[src/alu_branch_pkg.sv]
// How it works
// - sum and sum-with-carry of two working registers write the destination in one cycle and update Z,C,N,V,H.
// - word immediate sum/diff on a low register and its high partner take two cycles and update Z,C,N,V,S.
// - register subtract and borrow subtract write the destination in one cycle and update Z,C,N,V,H.
// - constant subtract, with or without borrow, writes the destination in one cycle and updates Z,C,N,V,H.
// - AND with a register or a constant takes one cycle, updates only Z,N,V and leaves carry alone.
// - OR with a register or constant, or XOR of two registers, takes one cycle and updates only Z,N,V.
// - bit set by mask ORs the constant into the destination in one cycle, updating only Z,N,V.
// - bit clear by mask ANDs the destination with all-ones minus the mask, updating only Z,N,V.
// - increment, decrement, self-AND test and self-XOR clear take one cycle on Z,N,V; fill-ones touches no flag.
// - indirect jump loads the PC from the pointer pair in two cycles; indirect call pushes and takes three; no flags.
// - equal skip steps over the next one- or two-word instruction when both registers match, in 1/2/3 cycles.
// - compares form destination minus register, minus register and carry, or minus constant, flags only, one cycle.
// - register bit skips step over the next instruction on a clear or set bit, in 1/2/3 cycles, no flags.
// - the I/O bit skip steps over the next instruction when the I/O bit reads zero, in 1/2/3 cycles, no flags.
package alu_branch_pkg;

  // ----------------------------------------
  // sizes and reset values
  // ----------------------------------------
  localparam int PC_W = 16;
  localparam int STACK_DEPTH = 16;
  localparam int REG_COUNT = 32;
  localparam logic [15:0] PC_RESET = 16'h0000;
  localparam logic [7:0] SREG_RESET = 8'h00;
  localparam logic [7:0] ALL_ONES = 8'hFF;
  localparam logic [4:0] PTR_LOW_REG = 5'h1E;
  localparam logic [4:0] PTR_HIGH_REG = 5'h1F;

  // ----------------------------------------
  // status flag positions
  // ----------------------------------------
  localparam int FLAG_C = 0;
  localparam int FLAG_Z = 1;
  localparam int FLAG_N = 2;
  localparam int FLAG_V = 3;
  localparam int FLAG_S = 4;
  localparam int FLAG_H = 5;
  localparam int FLAG_I = 7;
  localparam logic [7:0] MASK_ARITH = 8'h2F;
  localparam logic [7:0] MASK_LOGIC = 8'h0E;
  localparam logic [7:0] MASK_WORD = 8'h1F;
  localparam logic [7:0] MASK_NONE = 8'h00;
  localparam logic [7:0] MASK_IRET = 8'h80;

  // ----------------------------------------
  // cycle counts
  // ----------------------------------------
  localparam logic [2:0] CYC_SINGLE = 3'h1;
  localparam logic [2:0] CYC_WORD = 3'h2;
  localparam logic [2:0] CYC_JUMP = 3'h2;
  localparam logic [2:0] CYC_CALL = 3'h3;
  localparam logic [2:0] CYC_RETURN = 3'h4;
  localparam logic [2:0] CYC_SKIP_SHORT = 3'h2;
  localparam logic [2:0] CYC_SKIP_LONG = 3'h3;

  typedef enum logic [5:0] {
    OP_NOP, OP_SUM, OP_SUM_CARRY, OP_WORD_IMMEDIATE_SUM, OP_DIFF, OP_SUBTRACT_CONST,
    OP_BORROW_SUBTRACT, OP_BORROW_SUBTRACT_CONST, OP_WORD_IMMEDIATE_DIFF, OP_CONJ,
    OP_CONJUNCT_CONST, OP_DISJ, OP_DISJUNCT_CONST, OP_XOR_REGS, OP_BIT_SET_MASK,
    OP_BIT_CLEAR_MASK, OP_INCR, OP_DECR, OP_ZERO_SIGN_TEST, OP_ZERO_REG, OP_REG_FILL_ONES,
    OP_RELATIVE_JUMP, OP_INDIRECT_JUMP, OP_RELATIVE_SUBROUTINE_CALL,
    OP_INDIRECT_SUBROUTINE_CALL, OP_SUB_RETURN, OP_INTERRUPT_RETURN, OP_EQUAL_SKIP,
    OP_COMPARE, OP_COMPARE_WITH_BORROW, OP_COMPARE_CONST, OP_REG_BIT_CLEAR_SKIP,
    OP_REG_BIT_SET_SKIP, OP_IO_BIT_CLEAR_SKIP
  } op_t;

  typedef enum logic [2:0] {
    ALU_ADD, ALU_ADC, ALU_SUB, ALU_SUBB, ALU_AND, ALU_OR, ALU_XOR, ALU_INC_DEC
  } alu_mode_t;

  typedef enum logic {ST_IDLE = 1'b0, ST_WAIT = 1'b1} state_t;

  typedef struct packed {
    op_t op;
    logic [4:0] dst;
    logic [4:0] src;
    logic [7:0] imm;
    logic [11:0] offset;
    logic [2:0] bitSel;
  } instr_t;

  typedef struct packed {
    logic h;
    logic v;
    logic n;
    logic z;
    logic c;
  } flags_t;

  typedef struct packed {
    logic en;
    logic [4:0] addr;
    logic [7:0] data;
  } store_t;

endpackage

[src/alu_unit.sv]
module alu_unit
  import alu_branch_pkg::*;
(
  input wire alu_mode_t mode,
  input wire logic subtract,
  input wire logic [7:0] opA,
  input wire logic [7:0] opB,
  input wire logic carryIn,
  input wire logic zeroIn,
  output logic [7:0] result,
  output flags_t flags
);

  // ----------------------------------------
  // adder and logic
  // ----------------------------------------
  // one 9-bit adder serves add, subtract and inc/dec; bit 8 is carry or borrow
  wire logic useCarry = (mode == ALU_ADC || mode == ALU_SUBB) & carryIn;
  wire logic [8:0] extra = {8'h00, useCarry};
  wire logic [8:0] sum9 = subtract ? ({1'b0, opA} - {1'b0, opB} - extra)
                                   : ({1'b0, opA} + {1'b0, opB} + extra);
  wire logic isLogic = (mode == ALU_AND || mode == ALU_OR || mode == ALU_XOR);
  wire logic [7:0] logicRes = (mode == ALU_AND) ? (opA & opB) :
                              (mode == ALU_OR) ? (opA | opB) : (opA ^ opB);
  wire logic [7:0] r = isLogic ? logicRes : sum9[7:0];
  wire logic halfAdd = (opA[3] & opB[3]) | (opB[3] & ~r[3]) | (~r[3] & opA[3]);
  wire logic halfSub = (~opA[3] & opB[3]) | (opB[3] & r[3]) | (r[3] & ~opA[3]);
  wire logic ovfAdd = (opA[7] & opB[7] & ~r[7]) | (~opA[7] & ~opB[7] & r[7]);
  wire logic ovfSub = (opA[7] & ~opB[7] & ~r[7]) | (~opA[7] & opB[7] & r[7]);
  // borrow forms keep Z clear once an earlier byte was non-zero
  wire logic zeroChain = (mode == ALU_SUBB) ? zeroIn : 1'b1;

  // ----------------------------------------
  // outputs
  // ----------------------------------------
  assign result = r;
  assign flags.h = subtract ? halfSub : halfAdd;
  assign flags.v = isLogic ? 1'b0 : (subtract ? ovfSub : ovfAdd);
  assign flags.n = r[7];
  assign flags.z = (r == 8'h00) & zeroChain;
  assign flags.c = sum9[8];

endmodule // alu_unit

[src/mcu_alu_branch_core.sv]
module mcu_alu_branch_core
  import alu_branch_pkg::*;
(
  input wire logic core_clk,
  input wire logic rst,
  input wire logic instrValid,
  input wire instr_t instr,
  input wire logic nextIsLong,
  input wire logic ioBitIn,
  input wire store_t preload,
  output logic instrReady_r,
  output logic [PC_W-1:0] pc_r,
  output logic [7:0] sreg_r,
  output store_t store_r,
  output logic retireValid_r,
  output logic [2:0] retireCycles_r
);

  // ----------------------------------------
  // storage
  // ----------------------------------------
  logic [7:0] regFile [REG_COUNT];
  logic [PC_W-1:0] stack [STACK_DEPTH];
  logic [$clog2(STACK_DEPTH)-1:0] sp_r;
  state_t state_r;
  logic [2:0] remain_r;

  // ----------------------------------------
  // decode helpers
  // ----------------------------------------
  function automatic alu_mode_t aluModeOf(input op_t op);
    case (op)
      OP_SUM: aluModeOf = ALU_ADD;
      OP_SUM_CARRY: aluModeOf = ALU_ADC;
      OP_BORROW_SUBTRACT, OP_BORROW_SUBTRACT_CONST, OP_COMPARE_WITH_BORROW: aluModeOf = ALU_SUBB;
      OP_CONJ, OP_CONJUNCT_CONST, OP_BIT_CLEAR_MASK, OP_ZERO_SIGN_TEST: aluModeOf = ALU_AND;
      OP_DISJ, OP_DISJUNCT_CONST, OP_BIT_SET_MASK: aluModeOf = ALU_OR;
      OP_XOR_REGS, OP_ZERO_REG: aluModeOf = ALU_XOR;
      OP_INCR, OP_DECR: aluModeOf = ALU_INC_DEC;
      default: aluModeOf = ALU_SUB;
    endcase
  endfunction

  // which flags each instruction may touch; the rest keep their value
  function automatic logic [7:0] flagMaskOf(input op_t op);
    case (op)
      OP_SUM, OP_SUM_CARRY, OP_DIFF, OP_SUBTRACT_CONST, OP_BORROW_SUBTRACT,
      OP_BORROW_SUBTRACT_CONST, OP_COMPARE, OP_COMPARE_WITH_BORROW,
      OP_COMPARE_CONST: flagMaskOf = MASK_ARITH;
      OP_CONJ, OP_CONJUNCT_CONST, OP_DISJ, OP_DISJUNCT_CONST, OP_XOR_REGS,
      OP_BIT_SET_MASK, OP_BIT_CLEAR_MASK, OP_INCR, OP_DECR, OP_ZERO_SIGN_TEST,
      OP_ZERO_REG: flagMaskOf = MASK_LOGIC;
      OP_WORD_IMMEDIATE_SUM, OP_WORD_IMMEDIATE_DIFF: flagMaskOf = MASK_WORD;
      OP_INTERRUPT_RETURN: flagMaskOf = MASK_IRET;
      default: flagMaskOf = MASK_NONE;
    endcase
  endfunction

  // ----------------------------------------
  // operand fetch and decode
  // ----------------------------------------
  wire logic accept = instrValid & instrReady_r;
  wire op_t op = instr.op;
  wire logic [7:0] dstVal = regFile[instr.dst];
  wire logic [7:0] srcVal = regFile[instr.src];
  wire logic [4:0] hiAddr = instr.dst + 5'h01;
  wire logic [15:0] wordVal = {regFile[hiAddr], dstVal};
  wire logic [15:0] ptrVal = {regFile[PTR_HIGH_REG], regFile[PTR_LOW_REG]};
  wire logic useImm = op == OP_SUBTRACT_CONST || op == OP_BORROW_SUBTRACT_CONST ||
                      op == OP_CONJUNCT_CONST || op == OP_DISJUNCT_CONST ||
                      op == OP_BIT_SET_MASK || op == OP_COMPARE_CONST;
  wire logic selfOp = op == OP_ZERO_SIGN_TEST || op == OP_ZERO_REG;
  wire logic isIncDec = op == OP_INCR || op == OP_DECR;
  // mask complement is all-ones minus the constant
  wire logic [7:0] clearMask = ALL_ONES - instr.imm;
  wire logic [7:0] operandB = (op == OP_BIT_CLEAR_MASK) ? clearMask :
                              useImm ? instr.imm : selfOp ? dstVal :
                              isIncDec ? 8'h01 : srcVal;
  wire logic isSubtract = op == OP_DIFF || op == OP_SUBTRACT_CONST || op == OP_BORROW_SUBTRACT ||
                          op == OP_BORROW_SUBTRACT_CONST || op == OP_COMPARE ||
                          op == OP_COMPARE_WITH_BORROW || op == OP_COMPARE_CONST ||
                          op == OP_DECR;
  wire logic isCompare = op == OP_COMPARE || op == OP_COMPARE_WITH_BORROW ||
                         op == OP_COMPARE_CONST;
  wire logic isWord = op == OP_WORD_IMMEDIATE_SUM || op == OP_WORD_IMMEDIATE_DIFF;
  wire logic [7:0] flagMask = flagMaskOf(op);
  wire logic writesByte = (flagMask == MASK_ARITH || flagMask == MASK_LOGIC ||
                           op == OP_REG_FILL_ONES) && !isCompare;
  logic [7:0] aluResult;
  flags_t aluFlags;

  alu_unit u_alu (
    .mode(aluModeOf(op)),
    .subtract(isSubtract),
    .opA(dstVal),
    .opB(operandB),
    .carryIn(sreg_r[FLAG_C]),
    .zeroIn(sreg_r[FLAG_Z]),
    .result(aluResult),
    .flags(aluFlags)
  );

  // ----------------------------------------
  // word immediate arithmetic
  // ----------------------------------------
  wire logic [15:0] wordRes = (op == OP_WORD_IMMEDIATE_DIFF) ? wordVal - {8'h00, instr.imm}
                                                             : wordVal + {8'h00, instr.imm};
  wire logic wordV = (op == OP_WORD_IMMEDIATE_DIFF) ? (wordVal[15] & ~wordRes[15])
                                                    : (~wordVal[15] & wordRes[15]);
  wire logic wordC = (op == OP_WORD_IMMEDIATE_DIFF) ? (wordRes[15] & ~wordVal[15])
                                                    : (~wordRes[15] & wordVal[15]);
  // bit order {I,T,H,S,V,N,Z,C}
  wire logic [7:0] wordFlags = {3'b000, wordRes[15] ^ wordV, wordV, wordRes[15],
                                wordRes == 16'h0000, wordC};
  wire logic [7:0] byteFlags = {1'b1, 1'b0, aluFlags.h, 1'b0, aluFlags.v, aluFlags.n,
                                aluFlags.z, aluFlags.c};
  wire logic [7:0] newFlags = isWord ? wordFlags : byteFlags;
  // untouched flags hold
  wire logic [7:0] sregNxt = (sreg_r & ~flagMask) | (newFlags & flagMask);
  wire logic [7:0] byteResult = (op == OP_REG_FILL_ONES) ? ALL_ONES : aluResult;

  // ----------------------------------------
  // skip and branch targets
  // ----------------------------------------
  wire logic [PC_W-1:0] pcNext1 = pc_r + 16'h0001;
  wire logic [PC_W-1:0] relTarget = pc_r + PC_W'(signed'(instr.offset)) + 16'h0001;
  wire logic selBit = dstVal[instr.bitSel];
  wire logic skipHit = (op == OP_EQUAL_SKIP && dstVal == srcVal) ||
                       (op == OP_REG_BIT_CLEAR_SKIP && !selBit) ||
                       (op == OP_REG_BIT_SET_SKIP && selBit) ||
                       (op == OP_IO_BIT_CLEAR_SKIP && !ioBitIn);
  wire logic [PC_W-1:0] skipTarget = nextIsLong ? pc_r + 16'h0003 : pc_r + 16'h0002;
  wire logic [2:0] skipCycles = !skipHit ? CYC_SINGLE : nextIsLong ? CYC_SKIP_LONG
                                                                   : CYC_SKIP_SHORT;
  wire logic isCall = op == OP_RELATIVE_SUBROUTINE_CALL || op == OP_INDIRECT_SUBROUTINE_CALL;
  wire logic isReturn = op == OP_SUB_RETURN || op == OP_INTERRUPT_RETURN;
  wire logic [$clog2(STACK_DEPTH)-1:0] spDown = sp_r - 1'b1;
  wire logic [PC_W-1:0] pcNxt =
      (op == OP_RELATIVE_JUMP || op == OP_RELATIVE_SUBROUTINE_CALL) ? relTarget :
      (op == OP_INDIRECT_JUMP || op == OP_INDIRECT_SUBROUTINE_CALL) ? ptrVal :
      isReturn ? stack[spDown] : skipHit ? skipTarget : pcNext1;
  wire logic [2:0] cyclesNxt =
      isWord ? CYC_WORD :
      (op == OP_RELATIVE_JUMP || op == OP_INDIRECT_JUMP) ? CYC_JUMP :
      isCall ? CYC_CALL : isReturn ? CYC_RETURN : skipCycles;

  // ----------------------------------------
  // working registers and stack
  // ----------------------------------------
  // arrays carry no reset; software must load a register before reading it
  always_ff @(posedge core_clk) begin
    if (accept && writesByte) begin
      regFile[instr.dst] <= byteResult;
    end else if (accept && isWord) begin
      regFile[instr.dst] <= wordRes[7:0];
      regFile[hiAddr] <= wordRes[15:8];
    end else if (instrReady_r && !instrValid && preload.en) begin
      regFile[preload.addr] <= preload.data;
    end
    if (accept && isCall) begin
      stack[sp_r] <= pcNext1;
    end
  end

  // ----------------------------------------
  // program counter, flags and sequencing
  // ----------------------------------------
  // effects land on the edge that takes the instruction; the wait only pads cycles
  always_ff @(posedge core_clk) begin
    if (rst) begin
      pc_r <= PC_RESET;
      sreg_r <= SREG_RESET;
      sp_r <= '0;
      state_r <= ST_IDLE;
      remain_r <= 3'h0;
      instrReady_r <= 1'b1;
      store_r <= '0;
      retireValid_r <= 1'b0;
      retireCycles_r <= 3'h0;
    end else begin
      retireValid_r <= accept;
      store_r.en <= accept && (writesByte || isWord);
      if (accept) begin
        pc_r <= pcNxt;
        sreg_r <= sregNxt;
        store_r.addr <= instr.dst;
        store_r.data <= isWord ? wordRes[7:0] : byteResult;
        retireCycles_r <= cyclesNxt;
        if (isCall) begin
          sp_r <= sp_r + 1'b1;
        end else if (isReturn) begin
          sp_r <= spDown;
        end
      end
      case (state_r)
        ST_IDLE: begin
          if (accept && cyclesNxt != CYC_SINGLE) begin
            state_r <= ST_WAIT;
            remain_r <= cyclesNxt - 3'h2;
            instrReady_r <= 1'b0;
          end
        end
        ST_WAIT: begin
          if (remain_r == 3'h0) begin
            state_r <= ST_IDLE;
            instrReady_r <= 1'b1;
          end else begin
            remain_r <= remain_r - 3'h1;
          end
        end
        default: state_r <= ST_IDLE;
      endcase
    end
  end

  // ----------------------------------------
  // checks
  // ----------------------------------------
  a_sum_result: assert property (@(posedge core_clk) disable iff (rst)
    accept && op == OP_SUM |=> store_r.data == $past(dstVal) + $past(srcVal))
    else $error("register sum wrong");
  a_word_latency: assert property (@(posedge core_clk) disable iff (rst)
    accept && isWord |=> !instrReady_r ##1 instrReady_r)
    else $error("word op not two cycles");
  a_diff_result: assert property (@(posedge core_clk) disable iff (rst)
    accept && op == OP_DIFF |=> store_r.data == $past(dstVal) - $past(srcVal) && store_r.en)
    else $error("register difference wrong");
  a_conj_carry: assert property (@(posedge core_clk) disable iff (rst)
    accept && op == OP_CONJ |=> sreg_r[FLAG_C] == $past(sreg_r[FLAG_C]) && !sreg_r[FLAG_V])
    else $error("and touched carry");
  a_fill_noflags: assert property (@(posedge core_clk) disable iff (rst)
    accept && op == OP_REG_FILL_ONES |=> sreg_r == $past(sreg_r) && store_r.data == ALL_ONES)
    else $error("fill ones wrong");
  a_ijump_target: assert property (@(posedge core_clk) disable iff (rst)
    accept && op == OP_INDIRECT_JUMP |=> pc_r == $past(ptrVal) && !instrReady_r)
    else $error("indirect jump target wrong");
  a_equal_skip: assert property (@(posedge core_clk) disable iff (rst)
    accept && op == OP_EQUAL_SKIP && dstVal == srcVal && !nextIsLong
    |=> pc_r == $past(pc_r) + 16'h0002 && retireCycles_r == CYC_SKIP_SHORT)
    else $error("equal skip wrong");
  a_compare_nowrite: assert property (@(posedge core_clk) disable iff (rst)
    accept && isCompare |=> !store_r.en && instrReady_r)
    else $error("compare wrote a register");
  a_bit_skip: assert property (@(posedge core_clk) disable iff (rst)
    accept && op == OP_REG_BIT_SET_SKIP && !selBit |=> pc_r == $past(pc_r) + 16'h0001)
    else $error("bit skip taken wrongly");
  a_io_skip: assert property (@(posedge core_clk) disable iff (rst)
    accept && op == OP_IO_BIT_CLEAR_SKIP && !ioBitIn && nextIsLong
    |=> pc_r == $past(pc_r) + 16'h0003 ##1 !instrReady_r ##1 instrReady_r)
    else $error("io bit skip wrong");
  a_call_latency: assert property (@(posedge core_clk) disable iff (rst)
    accept && op == OP_RELATIVE_SUBROUTINE_CALL |=> !instrReady_r [*2] ##1 instrReady_r)
    else $error("relative call not three cycles");

endmodule // mcu_alu_branch_core

[config.mk]
export PLATFORM = sky130hd
export DESIGN_NAME = mcu_alu_branch_core
export DESIGN_NICKNAME = d
export VERILOG_FILES = /design/src/alu_branch_pkg.sv /design/src/alu_unit.sv /design/src/mcu_alu_branch_core.sv
export SDC_FILE = /design/constraint.sdc
export NUM_CORES = 1
export LEC_CHECK = 0
export BUFFER_PORTS_ARGS = -buffer_cell sky130_fd_sc_hd__buf_2
export CAP_MARGIN = 0
export CORE_ASPECT_RATIO = 0.8
export CORE_MARGIN = 2
export CORE_UTILIZATION = 39
export CTS_BUF_LIST = sky130_fd_sc_hd__clkbuf_8
export CTS_CLUSTER_DIAMETER = 200
export CTS_CLUSTER_SIZE = 24
export DETAILED_ROUTE_END_ITERATION = 10
export RECOVER_POWER = 100
export SYNTH_ARGS = -nofsm -noshare
export SYNTH_HDL_FRONTEND = slang
export SYNTH_HIERARCHICAL = 1
export SYNTH_SLANG_ARGS = --single-unit
[constraint.sdc]
create_clock -name core_clk -period 9.8 [get_ports core_clk]
set_input_delay 0.49 -clock core_clk [delete_from_list [all_inputs] [get_ports core_clk]]
set_output_delay 0.49 -clock core_clk [all_outputs]
set_load 0.05 [all_outputs]
; Yosys cells after proc, flatten, opt, wreduce, memory -nomap -nowiden
; Memory sizes are Yosys's and may differ from the RTL's.
; Cells that the tools add are included.
[word_totals]
mem_bits_rw = 512
n_memories = 4
romBits = 320
out_inout_bits = 43
wordCells = 229
ff_bits = 51
[classes]
add_sub_neg = 17
bitwise = 42
n_reduce_logical = 55
muxes = 59
eq_ne = 40
n_lt_le_gt_ge = 1
[memory_table]
columns = name, words, word_bits, rd, rd_clocked_by_memory_dff, wr, line_no
row1 = regFile, 32, 8, 5, 0, 2, mcu_alu_branch_core.sv:22  ; logic [7:0] regFile [REG_COUNT];
row2 = stack, 16, 16, 1, 0, 1, mcu_alu_branch_core.sv:23  ; logic [PC_W-1:0] stack [STACK_DEPTH];
row3 = (name not given), 32, 7, 1, 0, 0, mcu_alu_branch_core.sv:46  ; case (op)
row4 = (name not given), 32, 3, 1, 0, 0, mcu_alu_branch_core.sv:32  ; case (op)
[ops]
columns = op, count
row1 = $mux W8, 13
row2 = $eq A6 B5 Y1 const B, 16
row3 = $mux W16, 6
row4 = $add A16 B1 Y16 const B, 2
row5 = $add A16 B2 Y16 const B, 2
row6 = $logic_or A1 B1 Y1, 31
row7 = $eq A6 B4 Y1 const B, 5
row8 = $and A8 B8 Y8, 3
row9 = $eq A6 B3 Y1 const B, 4
row10 = $mux W1, 24
row11 = $mux W3, 7
row12 = $and A1 B1 Y1, 19
row13 = $add A16 B16 Y16, 1
row14 = $add A16 B8 Y16, 1
row15 = $logic_not A16 Y1, 1
row16 = $or A8 B8 Y8, 2
row17 = $sub A16 B8 Y16, 1
row18 = $eq A6 B6 Y1 const B, 2
row19 = $logic_and A1 B1 Y1, 12
row20 = $add A8 B8 Y9, 1
row21 = $add A9 B1 Y9, 1
row22 = $eq A3 B3 Y1 const B, 3
row23 = $mux W9, 1
row24 = $sub A8 B8 Y9, 1
row25 = other kinds (34), 55

; Logic depth before layout (Yosys ltp)
; Gate-level depths: netlist of run 1.
[logic_depth]
ltp_word = 20
mapped_depth = 27
depth_no_buf = 24

; By module
; The synthesis of run 1 kept the hierarchy.
[by_module_without_submodules]
columns = module, seq_area_each_um2, cells_per_inst, area_per_inst_um2, n_inst
row1 = mcu_alu_branch_core, 16375.7, 2785, 32979.1, 1
row2 = alu_unit, 0.0, 191, 1450.1, 1

; Worst setup path before layout of run 1
; OpenSTA, ideal clock, no wires.
[synth_timing]
path_type = input to register
from = input instr[28] (netlist bit)
to = memory regFile[12][7], data pin
slack_ps = 2680
setup_ps = 270
arrival_ps = 6850
path_buffers = 8
stages = 22
cell_sequence = clkbuf_1 -> clkbuf_1 -> buf_1 -> clkbuf_1 -> inv_1 -> ha_1 -> clkbuf_1 -> clkbuf_1 -> buf_1 -> mux4_2 -> mux4_2 -> nand2_1 -> nand2_1 -> ha_1 -> or3_1 -> o21ai_0 -> a311oi_1 -> o21a_1 -> or4b_1 -> o311ai_1 -> buf_2 -> a21oi_1
[synth_lines]
columns = element, line_no
row1 = from (decl), mcu_alu_branch_core.sv:7  ; input wire instr_t instr,
row2 = to (decl), mcu_alu_branch_core.sv:22

==> results.json, run 1 <==
{
  "synth.net_count": 3126,
  "hpwlAfterDp_mm": 88.2,
  "avgRoutedWirePerCell_um": 29.7,
  "synth_top_area_share_pct": 44.7,
  "synth_area_leader_cell": "edfxtp_1",
  "cp.arrival_ns": 8.26,
  "ctsHoldBuffers": 0,
  "gp_congestion": 1.04,
  "syn_inst": 2976,
  "drc_errors": 0,
  "ys_top_cells_by_area": "edfxtp_1, mux4_2, a21oi_1",
  "drv_cap": 14,
  "die_w_um": 336,
  "fin_crit_ns": 7.84,
  "pwr-share-comb_pct": 32.4,
  "setup_tns_ns": 0,
  "finalWirelength_mm": 124,
  "grt_pass1_vias": 24600,
  "synth-seq-area-share_pct": 47.6,
  "ant_nets": 0,
  "die_area_um2": 90700,
  "skew_ns": 0.0945,
  "cts_max_level": 1,
  "ys_types": 95,
  "synth_edf_count": 512,
  "grt_usage_pct": 26.8,
  "rsz0062_at_grt": "false",
  "clockRootBuffer": "clkbuf_8",
  "cp-end-kind": "flip-flop",
  "peakVddDrop_v": 0.000101,
  "relSlewSlack_pct": -62.7,
  "cts_setup_buffers": 0,
  "synth_ff_type": "edfxtp_1",
  "seq_power_share_pct": 49.4,
  "status": "finished, violations left",
  "hold_viol": 0,
  "power.density_nw_per_um2": 155,
  "cts_resized": 0,
  "yosysWarningCount": 6,
  "p_leak_nw": 12.4,
  "core_area_um2": 87500,
  "die_h_um": 270,
  "clk_latency_ns": 0.78,
  "pre_cts_ws_ns": 2.82,
  "synth-seq-cells": 562,
  "clockPowerShare_pct": 18.2,
  "io_pins": 101,
  "cts_buffers": 27,
  "finalNetCount": 3121,
  "worst-path-max-fanout": 36,
  "cts.clk_slew.worst_paths_ns": 0.15,
  "grt_pass1_wl_mm": 178,
  "post_drt_via_cell_ratio": 6.40,
  "max_freq_mhz": 127,
  "layout-drive-gt1-share_pct": 14.0,
  "hp-class": "primary input to flip-flop",
  "placementRows": 97,
  "critical_path_class": "primary input to flip-flop",
  "initial_core_util_pct": 39.3,
  "synth_most_common_cell": "edfxtp_1",
  "setup_violations": 0,
  "required_ns": 10.22,
  "synthToLayoutAreaGrowth_pct": 6.29,
  "ys_top_cells_by_count": "edfxtp_1, nor2_1, a21oi_1, mux4_2, nand2_1",
  "async_flop_share_pct": 0,
  "worstMarginPinSlew_ns": 2.44,
  "cts_num_sinks": 562,
  "dr.pass1.iters": 7,
  "dr_total_vias": 26800,
  "swShare_pct": 35.6,
  "cts_tree": "done",
  "synth_area_per_cell_um2": 11.6,
  "cts.path.max_buffers": 3,
  "p_switching_w": 0.00201,
  "antenna_found_initial": 6,
  "internal-power_w": 0.00364,
  "drv_slew": 306,
  "grt_max_degree": 76,
  "fin_hold_ws_ns": 0.0315,
  "grt-ovfl-total": 0,
  "port_buffers": 99,
  "setup_ws_ns": 1.96,
  "violations": "capacitance limit, slew limit",
  "start_kind": "primary input",
  "first_iter_violations": 4405,
  "period_share_pct": 80.0,
  "netlist_area_um2": 34400
}
-- metrics by stage --
stage / cell area, um2 / power, W / utilization [%] / cells
CTS: 37000 / 0.00562 / 42.2 / 4179
floorplan: 34400 / 0.00405 / - / 2976
global placement: 36500 / 0.00461 / 41.7 / 4130
finish: 36600 / 0.00566 / 41.8 / 4182
global route: 36600 / 0.00587 / 41.8 / 4181
detailed placement: 36500 / 0.00463 / 41.7 / 4130
-- layout make-up --
type                    count  area (um2)
flip-flops and latches    562       16400
multi-input cells        2106       17000
clock buffers              27         372
repair buffers            198         987
clock inverters            22        98.8
inverters                  76         285
fillers                  8253       50900
well taps                1188        1490
diodes                      3        7.51
-- power groups by stage --
stage	registers [W]	clock network, W	logic, W
2_1_floorplan	0.00288	0	0.00117
3_3_place_gp	0.00285	0	0.00176
3_5_place_dp	0.00285	0	0.00178
4_1_cts	0.00279	0.00104	0.00179
5_1_grt	0.00280	0.00111	0.00197
6_report	0.00280	0.00103	0.00183
-- worst paths after layout --
path                   from            end  slack [ns]  cells after the start
max reg2reg  regFile[23][0]  regFile[5][3]        3.14                     21
min               instr[28]     store_r[8]        0.03                      3
min reg2reg      store_r[2]     store_r[2]        0.46                      2
max               instr[29]  regFile[5][3]        1.96                     24
-- logic make-up (layout without fill, tap and decap cells) --
group | count (synthesis) | after routing | synth area share (%)
AOI/OAI and AO/OA | 673 | 673 | 12.1
adders and majority gates | 92 | 92 | 3.47
and+or+nand+nor | 879 | 879 | 11.4
xor gates and xnor gates | 78 | 78 | 1.98
buffers and inverters | 308 | 323 | 3.69
muxes | 383 | 383 | 19.8
DFF | 562 | 562 | 47.6
other | 1 | 4 | 0.0109
-- per-layer routing --
metal	GRT usage, %	wire, um
met5	0	41
met2	38.2	51600
met3	7.39	16700
met4	6.60	4050
met1	40.2	51800
-- sequential cells by signal (all words and copies together), names as in the netlist, named ones only --
name            flops
regFile           256
stack             256
pc_r               16
store_r            14
sp_r                4
remain_r            3
retireCycles_r      3
instrReady_r        1
retireValid_r       1
state_r             1
-- cell usage in the layout, fill, tap and decap left out, drive strengths merged, types with 7 or more instances in the layout --
master / netlist / layout
and2: 7 / 7
dfxtp: 50 / 50
ha: 86 / 86
nand3b: 8 / 8
buf: 63 / 99
a21oi: 341 / 341
mux4: 236 / 236
a31oi: 15 / 15
mux2i: 139 / 139
a21o: 9 / 9
mux2: 8 / 8
nand2: 214 / 214
nand3: 72 / 72
o221ai: 8 / 8
o22ai: 11 / 11
o21ai: 92 / 92
and3: 13 / 13
nor2b: 23 / 23
a221oi: 13 / 13
o211ai: 9 / 9
nand2b: 15 / 15
clkbuf: 169 / 126
a22oi: 55 / 55
nand4: 18 / 18
o21a: 9 / 9
a22o: 18 / 18
xor2: 37 / 37
or3: 11 / 11
edfxtp: 512 / 512
a211oi: 14 / 14
xnor2: 41 / 41
inv: 76 / 97
nor4: 10 / 10
nor3: 47 / 47
nor2: 412 / 412
o311ai: 9 / 9
o32a: 7 / 7
-- critical path: stages --
cell and delay, ns:
clkbuf_1 0.65, buf_4 0.75, nor2b_1 0.81, clkbuf_1 0.44, a22oi_1 0.14, nand3_1 0.13
nand3_1 0.39, inv_1 0.22, o2bb2ai_1 0.14, o221ai_1 0.21, fa_1 0.61, inv_1 0.06
ha_1 0.17, o21ai_0 0.35, and3b_1 0.21, nor3_1 0.04, a211o_1 0.31, nor2_1 0.18
nand2_1 0.07, o21ai_0 0.09, nand2_1 0.07, o21ai_0 0.09, clkbuf_1 1.39, a21oi_1 0.19
(Power assumes the default switching activity.)
==> inputs of run 2 (changes only) <==
Clock period 9.8 ns to 7.2 ns, I/O delays scaled along.
==> results.json, run 2 (synthesis results as in run 1) <==
{
  "status": "finished, violations left",
  "violations": "capacitance limit, slew limit",
  "p_leak_nw": 12.6,
  "hold_viol": 0,
  "period_share_pct": 91.1,
  "placementRows": 97,
  "drv_cap": 13,
  "cts_setup_buffers": 0,
  "layout-drive-gt1-share_pct": 15.0,
  "dr.pass1.iters": 5,
  "cts_buffers": 27,
  "clk_latency_ns": 0.79,
  "power.density_nw_per_um2": 209,
  "post_drt_via_cell_ratio": 6.36,
  "max_freq_mhz": 153,
  "rsz0062_at_grt": "false",
  "final_cell_mix": "edfxtp_1, nor2_1, a21oi_1, mux4_2, nand2_1",
  "die_w_um": 336,
  "peakVddDrop_v": 0.000153,
  "cts.path.max_buffers": 3,
  "finalNetCount": 3153,
  "layout.cells.non_filler": 4204,
  "largestRegisters": "regFile (256), stack (256), pc_r (16)",
  "setup_violations": 0,
  "grt-ovfl-total": 0,
  "cp-end-kind": "flip-flop",
  "drc_errors": 0,
  "core_area_um2": 87500,
  "critPathMaxStageDelay_ns": 0.86,
  "synthToLayoutAreaGrowth_pct": 6.91,
  "grt_pass1_vias": 24300,
  "clockRootBuffer": "clkbuf_8",
  "critical_path_class": "primary input to flip-flop",
  "cts_resized": 0,
  "relSlewSlack_pct": -56.6,
  "ant_nets": 0,
  "grt_usage_pct": 27.2,
  "hp-class": "primary input to flip-flop",
  "setup_tns_ns": 0,
  "required_ns": 7.77,
  "die_area_um2": 90700,
  "cts_max_level": 1,
  "cp.arrival_ns": 7.13,
  "cts_tree": "done",
  "die_h_um": 270,
  "grt_pass1_wl_mm": 180,
  "worst_path_max_delay_cell": "clkbuf_2",
  "cts.clk_slew.worst_paths_ns": 0.16,
  "dp_cells": 4160,
  "drv_slew": 254,
  "first_iter_violations": 4015,
  "gp_congestion": 1.01,
  "hpwlAfterDp_mm": 90.1,
  "worstMarginPinSlew_ns": 2.35,
  "grt_max_degree": 67,
  "cts_num_sinks": 562,
  "layout_commonest_cell": "edfxtp_1",
  "antenna_found_initial": 4,
  "fin_crit_ns": 6.56,
  "port_buffers": 99,
  "start_kind": "primary input",
  "worst-path-max-fanout": 32,
  "fillers": 8250,
  "io_pins": 101,
  "avgRoutedWirePerCell_um": 29.8,
  "initial_core_util_pct": 39.3,
  "finalWirelength_mm": 125,
  "crit_chain": "dlygate4sd3_1 > buf_2 > buf_12 > mux4_2 > a22o_1 > a221oi_1 > nand3_1 > a22oi_1 > o221ai_1 > fa_1 > nand3_1 > nand2_1 > xnor2_1 > a221oi_1 > o31ai_1 > a21oi_4 > clkbuf_2 > nor2_1 > a21oi_1",
  "skew_ns": 0.0930,
  "dr_total_vias": 26700
}
[run 2: cell count changes in the layout (fill, tap and decap cells not counted), moves of 6 or more]
cell,change
clkbuf_2,+6
inv_1,-8
buf_4,+26
clkbuf_1,-7
[run 2: worst paths after layout]
| check | startpoint | end | slack (ns) | depth (start not counted) |
|---|---|---|---|---|
| max reg2reg | regFile[1][1] | regFile[16][4] | 1.01 | 16 |
| min | instr[28] | store_r[8] | 0.05 | 3 |
| min reg2reg | store_r[8] | store_r[8] | 0.46 | 2 |
| max | instr[29] | regFile[16][4] | 0.64 | 19 |
[run 2: final cells by class]
class,count,area (um2),share of cell area [%]
Clock buffer,27,372,1.01
Inverter,76,285,0.775
Multi-Input combinational cell,2106,16900,46.0
Timing Repair Buffer,230,1280,3.47
Tap cell,1188,1490,4.04
Antenna cell,1,2.50,0.00680
Sequential cell,562,16400,44.5
Clock inverter,14,68.8,0.187
[run 2: what timing repair did]
action,4_1_cts,5_1_grt
endpoints found under the hold margin,2,0
hold buffers,2,0
endpoints found under the setup margin,0,0
[run 2: critical path, delay by kind of cell]
kind	cells	cell delay [ns]
compound gates	8	2.47
mux	1	0.62
simple gates	4	0.95
xor+xnor	1	0.13
fa+ha+maj	1	0.51
buf+inv	4	2.00
[run 2: stage by stage]
| stage | worst slack, ns | area, um2 | total power, W | hold WS [ns] | util (%) |
|---|---|---|---|---|---|
| global placement | 0.910 | 36700 | 0.00631 | 0.440 | 42.0 |
| floorplan | 0.210 | 34400 | 0.00551 | 0.464 | - |
| CTS | 1.28 | 37200 | 0.00768 | 0.00318 | 42.5 |
| detailed placement | 0.739 | 36700 | 0.00634 | 0.445 | 42.0 |
| finish | 0.643 | 36800 | 0.00770 | 0.0478 | 42.1 |
| global route | 0.470 | 36800 | 0.00801 | 0.0488 | 42.1 |
[run 2: power breakdown]
part	switching [W]	internal [W]	leakage [nW]
combinational	0.00165	0.000851	7.19
clock	0.00104	0.000355	0.265
sequential	0.0000522	0.00375	5.10
total	0.00274	0.00496	12.6
[run 2: layer usage]
metal	share of wire [%]	vias up	global-route usage, %
li1	-	11400	-
met1	43	13200	42.1
met2	41	1909	37.5
met3	14	187	7.29
met4	2.6	0	6.07
met5	0	-	0
